## config.mk

```make
export PLATFORM = sky130hd
export DESIGN_NAME = tcsl_top
export DESIGN_NICKNAME = d
export VERILOG_FILES = /design/src/design/tcsl_pkg.sv /design/src/design/tcsl_bus_if.sv /design/src/design/tcsl_bus_mon.sv /design/src/design/tcsl_top.sv
export SDC_FILE = /design/constraint.sdc
export NUM_CORES = 1
export LEC_CHECK = 0
export BUFFER_PORTS_ARGS = -buffer_cell sky130_fd_sc_hd__buf_4
export CORE_MARGIN = 1.5
export CORE_UTILIZATION = 50
export DETAILED_ROUTE_END_ITERATION = 8
export GPL_ROUTABILITY_DRIVEN = 0
export PLACE_DENSITY_LB_ADDON = 0.25
export RECOVER_POWER = 50
export SLEW_MARGIN = 30
export SYNTH_ARGS = -nofsm -noshare
export SYNTH_HDL_FRONTEND = slang
export SYNTH_SLANG_ARGS = --single-unit
```

## constraint.sdc

```tcl
create_clock -name clock_i -period 2.4 [get_ports clock_i]
set_input_delay 0.24 -clock clock_i [delete_from_list [all_inputs] [get_ports clock_i]]
set_output_delay 0.24 -clock clock_i [all_outputs]
set_load 0.005 [all_outputs]
```

## src/design/tcsl_pkg.sv

```systemverilog
package tcsl_pkg;
   // Clock and bus-timing figures
   localparam int CLK_MHZ  = 250;
   localparam int HALF_NS  = 80;
   localparam int HALF_CYC = (HALF_NS * CLK_MHZ + 999) / 1000;
   localparam int CNT_W    = 8;
   localparam logic [CNT_W-1:0] HALF_CNT = CNT_W'(HALF_CYC);
   localparam logic [CNT_W-1:0] CNT_ZERO = 8'h00;

   // Register addresses
   localparam logic [7:0] ADDR_CTRL    = 8'hC0;
   localparam logic [7:0] ADDR_IRQ_ST  = 8'hC1;
   localparam logic [7:0] ADDR_IRQ_MSK = 8'hC2;
   localparam logic [7:0] ADDR_PM_HIGH = 8'hC3;
   localparam logic [7:0] ADDR_PM_LOW  = 8'hC4;
   localparam logic [7:0] ADDR_LATCH   = 8'hC5;

   // Control register layout
   localparam int CTRL_EN  = 6;
   localparam int CTRL_STA = 5;
   localparam int CTRL_STO = 4;
   localparam int CTRL_SI  = 3;
   localparam int CTRL_AA  = 2;
   localparam logic [7:0] CTRL_RST   = 8'h00;
   localparam logic [7:0] CTRL_WMASK = 8'h7C;

   // Interrupt status layout
   localparam int IRQ_W     = 3;
   localparam int IRQ_START = 0;
   localparam int IRQ_STOP  = 1;
   localparam int IRQ_BYTE  = 2;
   localparam logic [IRQ_W-1:0] IRQ_RST = 3'h0;

   // Pin mode and latch layout: bit 1 data pin, bit 0 clock pin
   localparam int PIN_SDA = 1;
   localparam int PIN_SCL = 0;
   localparam logic [1:0] PM_RST   = 2'h0;
   localparam logic [1:0] PM_OD    = 2'h3;
   localparam logic [1:0] LATCH_RST = 2'h3;

   localparam logic [3:0] ACK_BIT  = 4'h8;
   localparam logic [3:0] BIT_ZERO = 4'h0;

   typedef enum logic [3:0] {
      ST_IDLE, ST_WAIT, ST_START, ST_HOLD, ST_LOW, ST_HIGH,
      ST_STOP_A, ST_STOP_B, ST_STOP_C, ST_RS_A, ST_RS_B
   } tcsl_state_type;
endpackage

```

## src/design/tcsl_bus_if.sv

```systemverilog
`timescale 1ns/1ps
interface tcsl_bus_if;
   logic sda_s;
   logic scl_s;
   logic start_det;
   logic stop_det;
   logic busy;
   modport mon (output sda_s, scl_s, start_det, stop_det, busy);
   modport ctl (input  sda_s, scl_s, start_det, stop_det, busy);
endinterface

```

## src/design/tcsl_bus_mon.sv

```systemverilog
`timescale 1ns/1ps
module tcsl_bus_mon
   import tcsl_pkg::*;
(
   input  wire logic clock_i,
   input  wire logic arst_n_i,
   input  wire logic en_i,
   input  wire logic sda_i,
   input  wire logic scl_i,
   tcsl_bus_if.mon   bus
);
   logic sda_m_r;
   logic scl_m_r;
   logic sda_s_r;
   logic scl_s_r;
   logic sda_p_r;
   logic scl_p_r;
   logic start_r;
   logic stop_r;
   logic busy_r;
   wire  start_nxt;
   wire  stop_nxt;

   // First stage feeds only the second stage
   always_ff @(posedge clock_i or negedge arst_n_i) begin
      if (!arst_n_i) begin
         sda_m_r <= 1'b1;
         scl_m_r <= 1'b1;
         sda_s_r <= 1'b1;
         scl_s_r <= 1'b1;
         sda_p_r <= 1'b1;
         scl_p_r <= 1'b1;
      end else begin
         sda_m_r <= sda_i;
         scl_m_r <= scl_i;
         sda_s_r <= sda_m_r;
         scl_s_r <= scl_m_r;
         sda_p_r <= sda_s_r;
         scl_p_r <= scl_s_r;
      end
   end

   // Data edge while clock stays high
   assign start_nxt = scl_s_r & scl_p_r & sda_p_r & ~sda_s_r;
   assign stop_nxt  = scl_s_r & scl_p_r & ~sda_p_r & sda_s_r;

   always_ff @(posedge clock_i or negedge arst_n_i) begin
      if (!arst_n_i) begin
         start_r <= 1'b0;
         stop_r  <= 1'b0;
         busy_r  <= 1'b0;
      end else begin
         start_r <= start_nxt;
         stop_r  <= stop_nxt;
         busy_r  <= en_i & (start_nxt | (busy_r & ~stop_nxt));
      end
   end

   assign bus.sda_s     = sda_s_r;
   assign bus.scl_s     = scl_s_r;
   assign bus.start_det = start_r;
   assign bus.stop_det  = stop_r;
   assign bus.busy      = busy_r;

   AST_BUSY_ON_START: assert property (@(posedge clock_i)
      disable iff (!arst_n_i) start_r && en_i |-> busy_r)
      else $error("busy not set after start");
   AST_FREE_ON_STOP: assert property (@(posedge clock_i)
      disable iff (!arst_n_i) stop_r |-> !busy_r)
      else $error("busy not cleared after stop");
endmodule

```

## src/design/tcsl_top.sv

```systemverilog
`timescale 1ns/1ps
// What this block does
// - Control register at C0, resets to zero
// - Enable bit off keeps bus logic idle
// - Enabling sets open-drain pins and mode registers
// - Start request on free bus sends START
// - Busy bus: wait for STOP, then START
// - Start request after a byte: repeated START
// - Start request never cleared by hardware
// - Start request writable at any time
// - Stop request while master sends STOP, cleared when seen; cleared unsent when not master
// - Event flag set holds clock line low
// - Ack assert pulls data low on ack clock
module tcsl_top
   import tcsl_pkg::*;
(
   input  wire logic       clock_i,
   input  wire logic       arst_n_i,
   input  wire logic [7:0] addr_i,
   input  wire logic [7:0] wdata_i,
   input  wire logic       wr_i,
   input  wire logic       rd_i,
   output logic      [7:0] rdata_o,
   output logic            irq_o,
   input  wire logic       sda_i,
   output logic            sda_o,
   output logic            sda_oe_o,
   input  wire logic       scl_i,
   output logic            scl_o,
   output logic            scl_oe_o
);
   tcsl_bus_if bus ();

   tcsl_state_type   state_r;
   tcsl_state_type   state_nxt;
   logic [CNT_W-1:0] cnt_r;
   logic [3:0]       bit_r;
   logic             en_r;
   logic             sta_r;
   logic             sto_r;
   logic             si_r;
   logic             aa_r;
   logic             master_r;
   logic             bytes_r;
   logic [IRQ_W-1:0] stat_r;
   logic [IRQ_W-1:0] mask_r;
   logic [1:0]       pm_hi_r;
   logic [1:0]       pm_lo_r;
   logic [1:0]       latch_r;
   logic [7:0]       rdata_r;
   logic             irq_r;
   logic             sda_oe_r;
   logic             scl_oe_r;
   logic             pin_lvl_r;

   wire             wr_ctrl;
   wire             rd_stat;
   wire [7:0]       ctrl_val;
   wire [7:0]       rd_mux;
   wire             cnt_done;
   wire             cnt_run;
   wire             scl_pull;
   wire             sda_pull;
   wire             enter_hold;
   wire             start_sent;
   wire             byte_done;
   wire [IRQ_W-1:0] stat_set;
   wire [IRQ_W-1:0] stat_nxt;

   tcsl_bus_mon u_mon (
      .clock_i  (clock_i),
      .arst_n_i (arst_n_i),
      .en_i     (en_r),
      .sda_i    (sda_i),
      .scl_i    (scl_i),
      .bus      (bus)
   );

   function automatic logic hit(input logic [7:0] a, input logic [7:0] r);
      hit = (a == r);
   endfunction

   assign wr_ctrl  = wr_i & hit(addr_i, ADDR_CTRL);
   assign rd_stat  = rd_i & hit(addr_i, ADDR_IRQ_ST);
   // Reserved bits 7, 1, 0 are never stored
   assign ctrl_val = {1'b0, en_r, sta_r, sto_r, si_r, aa_r, 2'b00};
   assign rd_mux   = hit(addr_i, ADDR_CTRL)    ? ctrl_val :
                     hit(addr_i, ADDR_IRQ_ST)  ? {5'h00, stat_r} :
                     hit(addr_i, ADDR_IRQ_MSK) ? {5'h00, mask_r} :
                     hit(addr_i, ADDR_PM_HIGH) ? {6'h00, pm_hi_r} :
                     hit(addr_i, ADDR_PM_LOW)  ? {6'h00, pm_lo_r} :
                     hit(addr_i, ADDR_LATCH)   ? {6'h00, latch_r} :
                     8'h00;

   // Half-bit timer, reloads on every state change
   assign cnt_done = (cnt_r == CNT_ZERO);
   // High phases wait for the real clock level so stretching works
   assign cnt_run  = (state_r != ST_HIGH && state_r != ST_STOP_B &&
                      state_r != ST_RS_B) || bus.scl_s;

   assign enter_hold = (state_nxt == ST_HOLD) && (state_r != ST_HOLD);
   assign start_sent = enter_hold && (state_r == ST_START);
   assign byte_done  = enter_hold && (state_r == ST_HIGH);

   // Next state
   always_comb begin
      state_nxt = state_r;
      if (!en_r) begin
         state_nxt = ST_IDLE;
      end else begin
         unique case (state_r)
            ST_IDLE: begin
               if (sta_r) begin
                  state_nxt = bus.busy ? ST_WAIT : ST_START;
               end
            end
            ST_WAIT: begin
               if (!sta_r) begin
                  state_nxt = ST_IDLE;
               end else if (!bus.busy) begin
                  state_nxt = ST_START;
               end
            end
            ST_START: begin
               if (cnt_done) state_nxt = ST_HOLD;
            end
            ST_HOLD: begin
               if (!si_r) begin
                  if (sto_r) begin
                     state_nxt = ST_STOP_A;
                  end else if (sta_r && bytes_r) begin
                     state_nxt = ST_RS_A;
                  end else begin
                     state_nxt = ST_LOW;
                  end
               end
            end
            ST_LOW: begin
               if (cnt_done) state_nxt = ST_HIGH;
            end
            ST_HIGH: begin
               if (cnt_done) begin
                  state_nxt = (bit_r == ACK_BIT) ? ST_HOLD : ST_LOW;
               end
            end
            ST_STOP_A: begin
               if (cnt_done) state_nxt = ST_STOP_B;
            end
            ST_STOP_B: begin
               if (cnt_done) state_nxt = ST_STOP_C;
            end
            ST_STOP_C: begin
               if (cnt_done) state_nxt = ST_IDLE;
            end
            ST_RS_A: begin
               if (cnt_done) state_nxt = ST_RS_B;
            end
            ST_RS_B: begin
               if (cnt_done) state_nxt = ST_START;
            end
         endcase
      end
   end

   // Clock held low through the event flag wait
   assign scl_pull = (state_r == ST_HOLD) || (state_r == ST_LOW) ||
                     (state_r == ST_STOP_A) || (state_r == ST_RS_A);
   // Receiver only; ack pull and release wait for synced clock low
   assign sda_pull = (state_r == ST_START) ||
                     (state_r == ST_HOLD &&
                      (!bytes_r || (aa_r && bus.scl_s))) ||
                     (state_r == ST_STOP_A) || (state_r == ST_STOP_B) ||
                     (((state_r == ST_LOW && !bus.scl_s) ||
                       state_r == ST_HIGH) &&
                      bit_r == ACK_BIT && aa_r);

   always_ff @(posedge clock_i or negedge arst_n_i) begin
      if (!arst_n_i) begin
         state_r <= ST_IDLE;
         cnt_r   <= HALF_CNT;
         bit_r   <= BIT_ZERO;
      end else begin
         state_r <= state_nxt;
         if (state_nxt != state_r) begin
            cnt_r <= HALF_CNT;
         end else if (!cnt_done && cnt_run) begin
            cnt_r <= cnt_r - 8'h01;
         end
         if (state_r == ST_HOLD) begin
            bit_r <= BIT_ZERO;
         end else if (state_r == ST_HIGH && state_nxt == ST_LOW) begin
            bit_r <= bit_r + 4'h1;
         end
      end
   end

   always_ff @(posedge clock_i or negedge arst_n_i) begin
      if (!arst_n_i) begin
         master_r <= 1'b0;
         bytes_r  <= 1'b0;
      end else begin
         if (!en_r || state_nxt == ST_IDLE) begin
            master_r <= 1'b0;
         end else if (start_sent) begin
            master_r <= 1'b1;
         end
         if (start_sent || state_nxt == ST_IDLE) begin
            bytes_r <= 1'b0;
         end else if (byte_done) begin
            bytes_r <= 1'b1;
         end
      end
   end

   // Control register; hardware sets win over software clears
   always_ff @(posedge clock_i or negedge arst_n_i) begin
      if (!arst_n_i) begin
         en_r  <= CTRL_RST[CTRL_EN];
         sta_r <= CTRL_RST[CTRL_STA];
         sto_r <= CTRL_RST[CTRL_STO];
         si_r  <= CTRL_RST[CTRL_SI];
         aa_r  <= CTRL_RST[CTRL_AA];
      end else begin
         if (wr_ctrl) begin
            en_r  <= wdata_i[CTRL_EN];
            sta_r <= wdata_i[CTRL_STA];
            aa_r  <= wdata_i[CTRL_AA];
         end
         if (wr_ctrl && wdata_i[CTRL_STO]) begin
            sto_r <= 1'b1;
         end else if (bus.stop_det || !master_r) begin
            sto_r <= 1'b0;
         end
         if (enter_hold) begin
            si_r <= 1'b1;
         end else if (wr_ctrl && !wdata_i[CTRL_SI]) begin
            si_r <= 1'b0;
         end
      end
   end

   // Enabling forces open-drain mode codes on both pins
   always_ff @(posedge clock_i or negedge arst_n_i) begin
      if (!arst_n_i) begin
         pm_hi_r <= PM_RST;
         pm_lo_r <= PM_RST;
         latch_r <= LATCH_RST;
         mask_r  <= IRQ_RST;
      end else begin
         if (wr_ctrl && wdata_i[CTRL_EN] && !en_r) begin
            pm_hi_r <= PM_OD;
            pm_lo_r <= PM_OD;
         end else begin
            if (wr_i && hit(addr_i, ADDR_PM_HIGH)) pm_hi_r <= wdata_i[1:0];
            if (wr_i && hit(addr_i, ADDR_PM_LOW))  pm_lo_r <= wdata_i[1:0];
         end
         if (wr_i && hit(addr_i, ADDR_LATCH)) latch_r <= wdata_i[1:0];
         if (wr_i && hit(addr_i, ADDR_IRQ_MSK)) begin
            mask_r <= wdata_i[IRQ_W-1:0];
         end
      end
   end

   // Read clears status; an event in that cycle survives
   assign stat_set = {byte_done, bus.stop_det, start_sent};
   assign stat_nxt = (rd_stat ? IRQ_RST : stat_r) | stat_set;

   always_ff @(posedge clock_i or negedge arst_n_i) begin
      if (!arst_n_i) begin
         stat_r  <= IRQ_RST;
         irq_r   <= 1'b0;
         rdata_r <= 8'h00;
      end else begin
         stat_r  <= stat_nxt;
         irq_r   <= |(stat_r & mask_r);
         rdata_r <= rd_i ? rd_mux : 8'h00;
      end
   end

   // Latch low keeps a pin pulled, so latches must be one first
   always_ff @(posedge clock_i or negedge arst_n_i) begin
      if (!arst_n_i) begin
         sda_oe_r  <= 1'b0;
         scl_oe_r  <= 1'b0;
         pin_lvl_r <= 1'b0;
      end else begin
         sda_oe_r  <= en_r & (sda_pull | ~latch_r[PIN_SDA]);
         scl_oe_r  <= en_r & (scl_pull | ~latch_r[PIN_SCL]);
         pin_lvl_r <= 1'b0;
      end
   end

   assign rdata_o  = rdata_r;
   assign irq_o    = irq_r;
   assign sda_o    = pin_lvl_r;
   assign scl_o    = pin_lvl_r;
   assign sda_oe_o = sda_oe_r;
   assign scl_oe_o = scl_oe_r;

   AST_CTRL_READ: assert property (@(posedge clock_i) disable iff (!arst_n_i)
      rd_i && hit(addr_i, ADDR_CTRL) |=> rdata_o == $past(ctrl_val))
      else $error("control read mismatch");
   AST_RSVD_ZERO: assert property (@(posedge clock_i) disable iff (!arst_n_i)
      rd_i && hit(addr_i, ADDR_CTRL) |=> rdata_o[7] == 1'b0 &&
      rdata_o[1:0] == 2'b00)
      else $error("reserved bits not zero");
   AST_DISABLED_IDLE: assert property (@(posedge clock_i)
      disable iff (!arst_n_i)
      !en_r |=> !sda_oe_o && !scl_oe_o && state_r == ST_IDLE)
      else $error("bus driven while disabled");
   AST_ENABLE_OD: assert property (@(posedge clock_i) disable iff (!arst_n_i)
      wr_ctrl && wdata_i[CTRL_EN] && !en_r |=>
      pm_hi_r == PM_OD && pm_lo_r == PM_OD)
      else $error("pin mode not open drain");
   AST_START_FREE: assert property (@(posedge clock_i) disable iff (!arst_n_i)
      state_r == ST_IDLE && en_r && sta_r && !bus.busy |=>
      state_r == ST_START ##1 sda_oe_o)
      else $error("no start on free bus");
   AST_WAIT_BUSY: assert property (@(posedge clock_i) disable iff (!arst_n_i)
      state_r == ST_WAIT && en_r && sta_r && bus.busy |=>
      state_r == ST_WAIT)
      else $error("left wait while busy");
   AST_REP_START: assert property (@(posedge clock_i) disable iff (!arst_n_i)
      state_r == ST_HOLD && en_r && !si_r && !sto_r && sta_r && bytes_r
      |=> state_r == ST_RS_A)
      else $error("no repeated start");
   AST_STA_KEPT: assert property (@(posedge clock_i) disable iff (!arst_n_i)
      sta_r && !wr_ctrl |=> sta_r)
      else $error("start request cleared by hardware");
   AST_STA_WRITE: assert property (@(posedge clock_i) disable iff (!arst_n_i)
      wr_ctrl |=> sta_r == $past(wdata_i[CTRL_STA]))
      else $error("start request write lost");
   AST_STO_CLEAR: assert property (@(posedge clock_i) disable iff (!arst_n_i)
      sto_r && bus.stop_det && !wr_ctrl |=> !sto_r)
      else $error("stop request not cleared");
   AST_SI_HOLDS: assert property (@(posedge clock_i) disable iff (!arst_n_i)
      si_r && en_r && state_r == ST_HOLD |=> scl_oe_o)
      else $error("clock not held during event flag");
   AST_ACK_LOW: assert property (@(posedge clock_i) disable iff (!arst_n_i)
      state_r == ST_HIGH && bit_r == ACK_BIT && aa_r && en_r |=>
      sda_oe_o)
      else $error("ack not driven");

   COV_START: cover property (@(posedge clock_i) disable iff (!arst_n_i)
      start_sent);
   COV_WAIT: cover property (@(posedge clock_i) disable iff (!arst_n_i)
      state_r == ST_WAIT ##1 state_r == ST_START);
   COV_REP: cover property (@(posedge clock_i) disable iff (!arst_n_i)
      state_r == ST_RS_B ##1 state_r == ST_START);
   COV_STOP: cover property (@(posedge clock_i) disable iff (!arst_n_i)
      state_r == ST_STOP_C ##1 state_r == ST_IDLE);
endmodule

```

==> metrics.md <==
| Metric | Value |
|---|---|
| Outcome | finished clean |
| Clock transition at path regs | 0.10 ns |
| Commonest cells after routing, fill and taps aside | buf_4 (60), dfrtp_1 (41), nand2_1 (23) |
| Worst Hold End | u_mon.scl_m_r |
| Area Growth Syn to Fin | 19.2% |
| LEAKAGE | 1.67 nW |
| Hpwl dp | 5020 um |
| Syn_area_per_cell | 10.2 sq um |
| Final Util | 0.617 |
| H-tree levels | 2 |
| Slew headroom | 0.145 |
| Overflow after GRT | 0 |
| Setup TNS | 0 ns |
| CTS root buffer | clkbuf_8 |
| Slew Limit Fails | 0 |
| Site Rows | 28 |
| Placed cell areas | 3480 sq um |
| Vias | 2,442 |
| R2R Path End | bit_r[3] |
| Core box area | 5920 sq um |
| WP data arrival | 2.58 ns |
| Vias in the first global route | 2,360 |
| Worst Clk Skew | 0.0102 ns |
| Total die area | 6610 sq um |
| Register area share after synthesis | 0.437 |
| Max-cap violation count | 0 |
| Period utilization | 0.971 |
| Final min period | 2.33 ns |
| Reg-to-Reg Start | bit_r[0] |
| Metal3 WL | 314 um |
| Diode count | 0 |
| Most common cell after layout, fill and taps aside | buf_4 |
| Pre-CTS worst setup slack | 0.0575 ns |
| CP Depth | 8 |
| Area of the multi-input gates | 1560 sq um |
| DR WL met2 | 3220 um |
| WS Path Type | reg -> reg |
| DR pass1 iterations | 4 |
| Total track usage | 0.226 |
| Post-synth EDFFs | 0 |
| Mapped Area | 3070 sq um |
| Startpoint types | flip-flop |
| # fillers | 530 |
| RSZ-0062 raised after global routing | yes |
| CP Capture Type | flip-flop |
| Num ports | 35 |
| DR DRC count | 0 |
| Seq. cell area | 1340 sq um |
| Placed Cells | 422 |
| Initial antenna violation count | 0 |
| Hold Crit Depth | 1 |
| Yosys Warn Count | 0 |
| Final Hold Fails | 0 |
| Worst path cell trace | inv_1 -> ha_1 -> and3b_2 -> o211ai_1 -> a211oi_2 -> or3_4 -> or4_1 -> a21oi_2 |
| Largest cells by area after synthesis | dfrtp_1 (35%), dfstp_2 (8.6%), mux2_2 (3.7%) |
| Initial Util | 0.518 |
| Clk_lat worst skew | 0.31 ns |
| First-pass GRT wire length | 11,400 um |
| Final Cell Area | 3650 sq um |
| Synthesized instance count | 301 |
| Ys flop type | dfrtp_1 |
| Final ANT Viol Nets | 0 |
| Layout Cells excl Fill | 435 |
| Worst EP required | 2.65 ns |
| Critical Path Max Stage Delay | 0.49 ns |
| Share of cells above drive strength 1 | 0.333 |
| Largest area contributor in the netlist | dfrtp_1 |
| Final nets | 385 |
| Bufs on Longest Clock Path | 2 |
| Die Width | 81.3 um |
| Largest net degree at the start of global routing | 54 |
| Slowest stage cell, crit path | or4_1 |
| CP delay by family, top | simple AND/OR/NAND/NOR gates |
| Slew @ Worst Pin | 1.28 ns |
| DRT met1 WL | 3250 um |
| Asr flop ratio synth | 1.00 |
| Initial DRC count | 246 |
| Setup ws final | 0.0705 ns |
| Hold Path Class | in -> reg |
| Hold wc startpoint | scl_i |
| Yosys reg bits | 53 |
| WL final | 6850 um |
| R2R Setup Slk | 0.07 ns |
| Die height | 81.3 um |
| Top-area cell type share of the netlist area | 0.351 |
| Fmax | 429 MHz |
| CTS sink cnt | 53 |
| VDD IR max | 0.388 mV |
| PD cells | 598 nW/um^2 |
| Num CTS Buffers | 5 |
| CTS tree | yes |
| Top routing layer used | met4 |
| R2R depth | 8 |
| Unique masters post-synth | 72 |
| Worst path bufs/invs | 1 |
| Detail-routed net length per standard cell | 15.7 um |
| Final setup fails | 0 |
| DR vias/cell | 5.61 |
| IO buf count | 30 |
| Crit path max fanout | 5 |
==> area by class of cell <==
class / count / share of cell area
multi-input cells: 219 / 0.427
inverters: 15 / 0.0154
flip-flops and latches: 53 / 0.367
well taps: 75 / 0.0257
repair buffers: 65 / 0.135
clock inverters: 3 / 0.0120
clock buffers: 5 / 0.0188
==> metrics by stage <==
stage / total power, W / hold WS (ns)
3_5_place_dp: 0.00153 / 0.322
3_3_place_gp: 0.00151 / 0.313
6_report: 0.00218 / 0.0289
4_1_cts: 0.00216 / 0.0229
2_1_floorplan: 0.00138 / -0.0556
5_1_grt: 0.00230 / 0.0158
==> Yosys cell counts, drive strengths merged (10+ instances only) <==
cell,count
nand2,24
nand3,15
nor2,18
inv,15
dfrtp,43
dfstp,10
a21oi,10
and2,10
mux2,10
buf,11
o21ai,14
nor3,12
==> sequential cells by signal, indices dropped and copies added, names as in the netlist, 2 cells and up <==
signal   cells
bit_r        4
cnt_r        8
latch_r      2
mask_r       3
pm_hi_r      2
pm_lo_r      2
rdata_o      7
stat_r       3
state_r      4
==> worst max-delay path by stage <==
stage,startpoint,endpoint,slack (ns)
6_report,bit_r[0],bit_r[3],0.07
3_5_place_dp,cnt_r[1],cnt_r[3],0.06
2_1_floorplan,bit_r[0],bit_r[3],0.20
4_1_cts,cnt_r[1],cnt_r[3],0.04
3_3_place_gp,cnt_r[1],cnt_r[3],0.11
5_1_grt,bit_r[0],cnt_r[6],-0.04
==> per-layer routing <==
metal | global-route usage | up-vias
met3 | 0.0382 | 5
met4 | 0.0483 | 0
met1 | 0.325 | 1186
met5 | 0 | -
li1 | - | 1198
met2 | 0.356 | 53
==> power breakdown <==
group          internal (W)  total (W)  switching, W
clock network      0.000313   0.000627      0.000314
registers           0.00101    0.00111      0.000100
logic              0.000241   0.000446      0.000206
total               0.00156    0.00218      0.000620
==> logic make-up after synthesis <==
family                     Yosys count  synth area share
and+or+nand+nor                    121             0.235
DFF                                 53             0.437
AOI/OAI and AO/OA                   67             0.167
other                                1           0.00122
xor gates and xnor gates             8            0.0228
buffers and inverters               31            0.0645
adders and majority gates            4            0.0163
muxes                               16            0.0563
==> repair_timing <==
action	4_1_cts	5_1_grt
hold buffers	1	0
endpoints found under the hold margin	43	0
gates resized for setup	0	8
setup endpoints to repair	0	14
setup buffers	0	4
==> worst reg2reg max path, cell delays in order (launching register included) <==
cell	delay, ns
dfrtp_1	0.35
inv_1	0.05
ha_1	0.19
and3b_2	0.26
o211ai_1	0.28
a211oi_2	0.14
or3_4	0.38
or4_1	0.49
a21oi_2	0.13
Note: power is estimated with default switching activity, not from simulation.
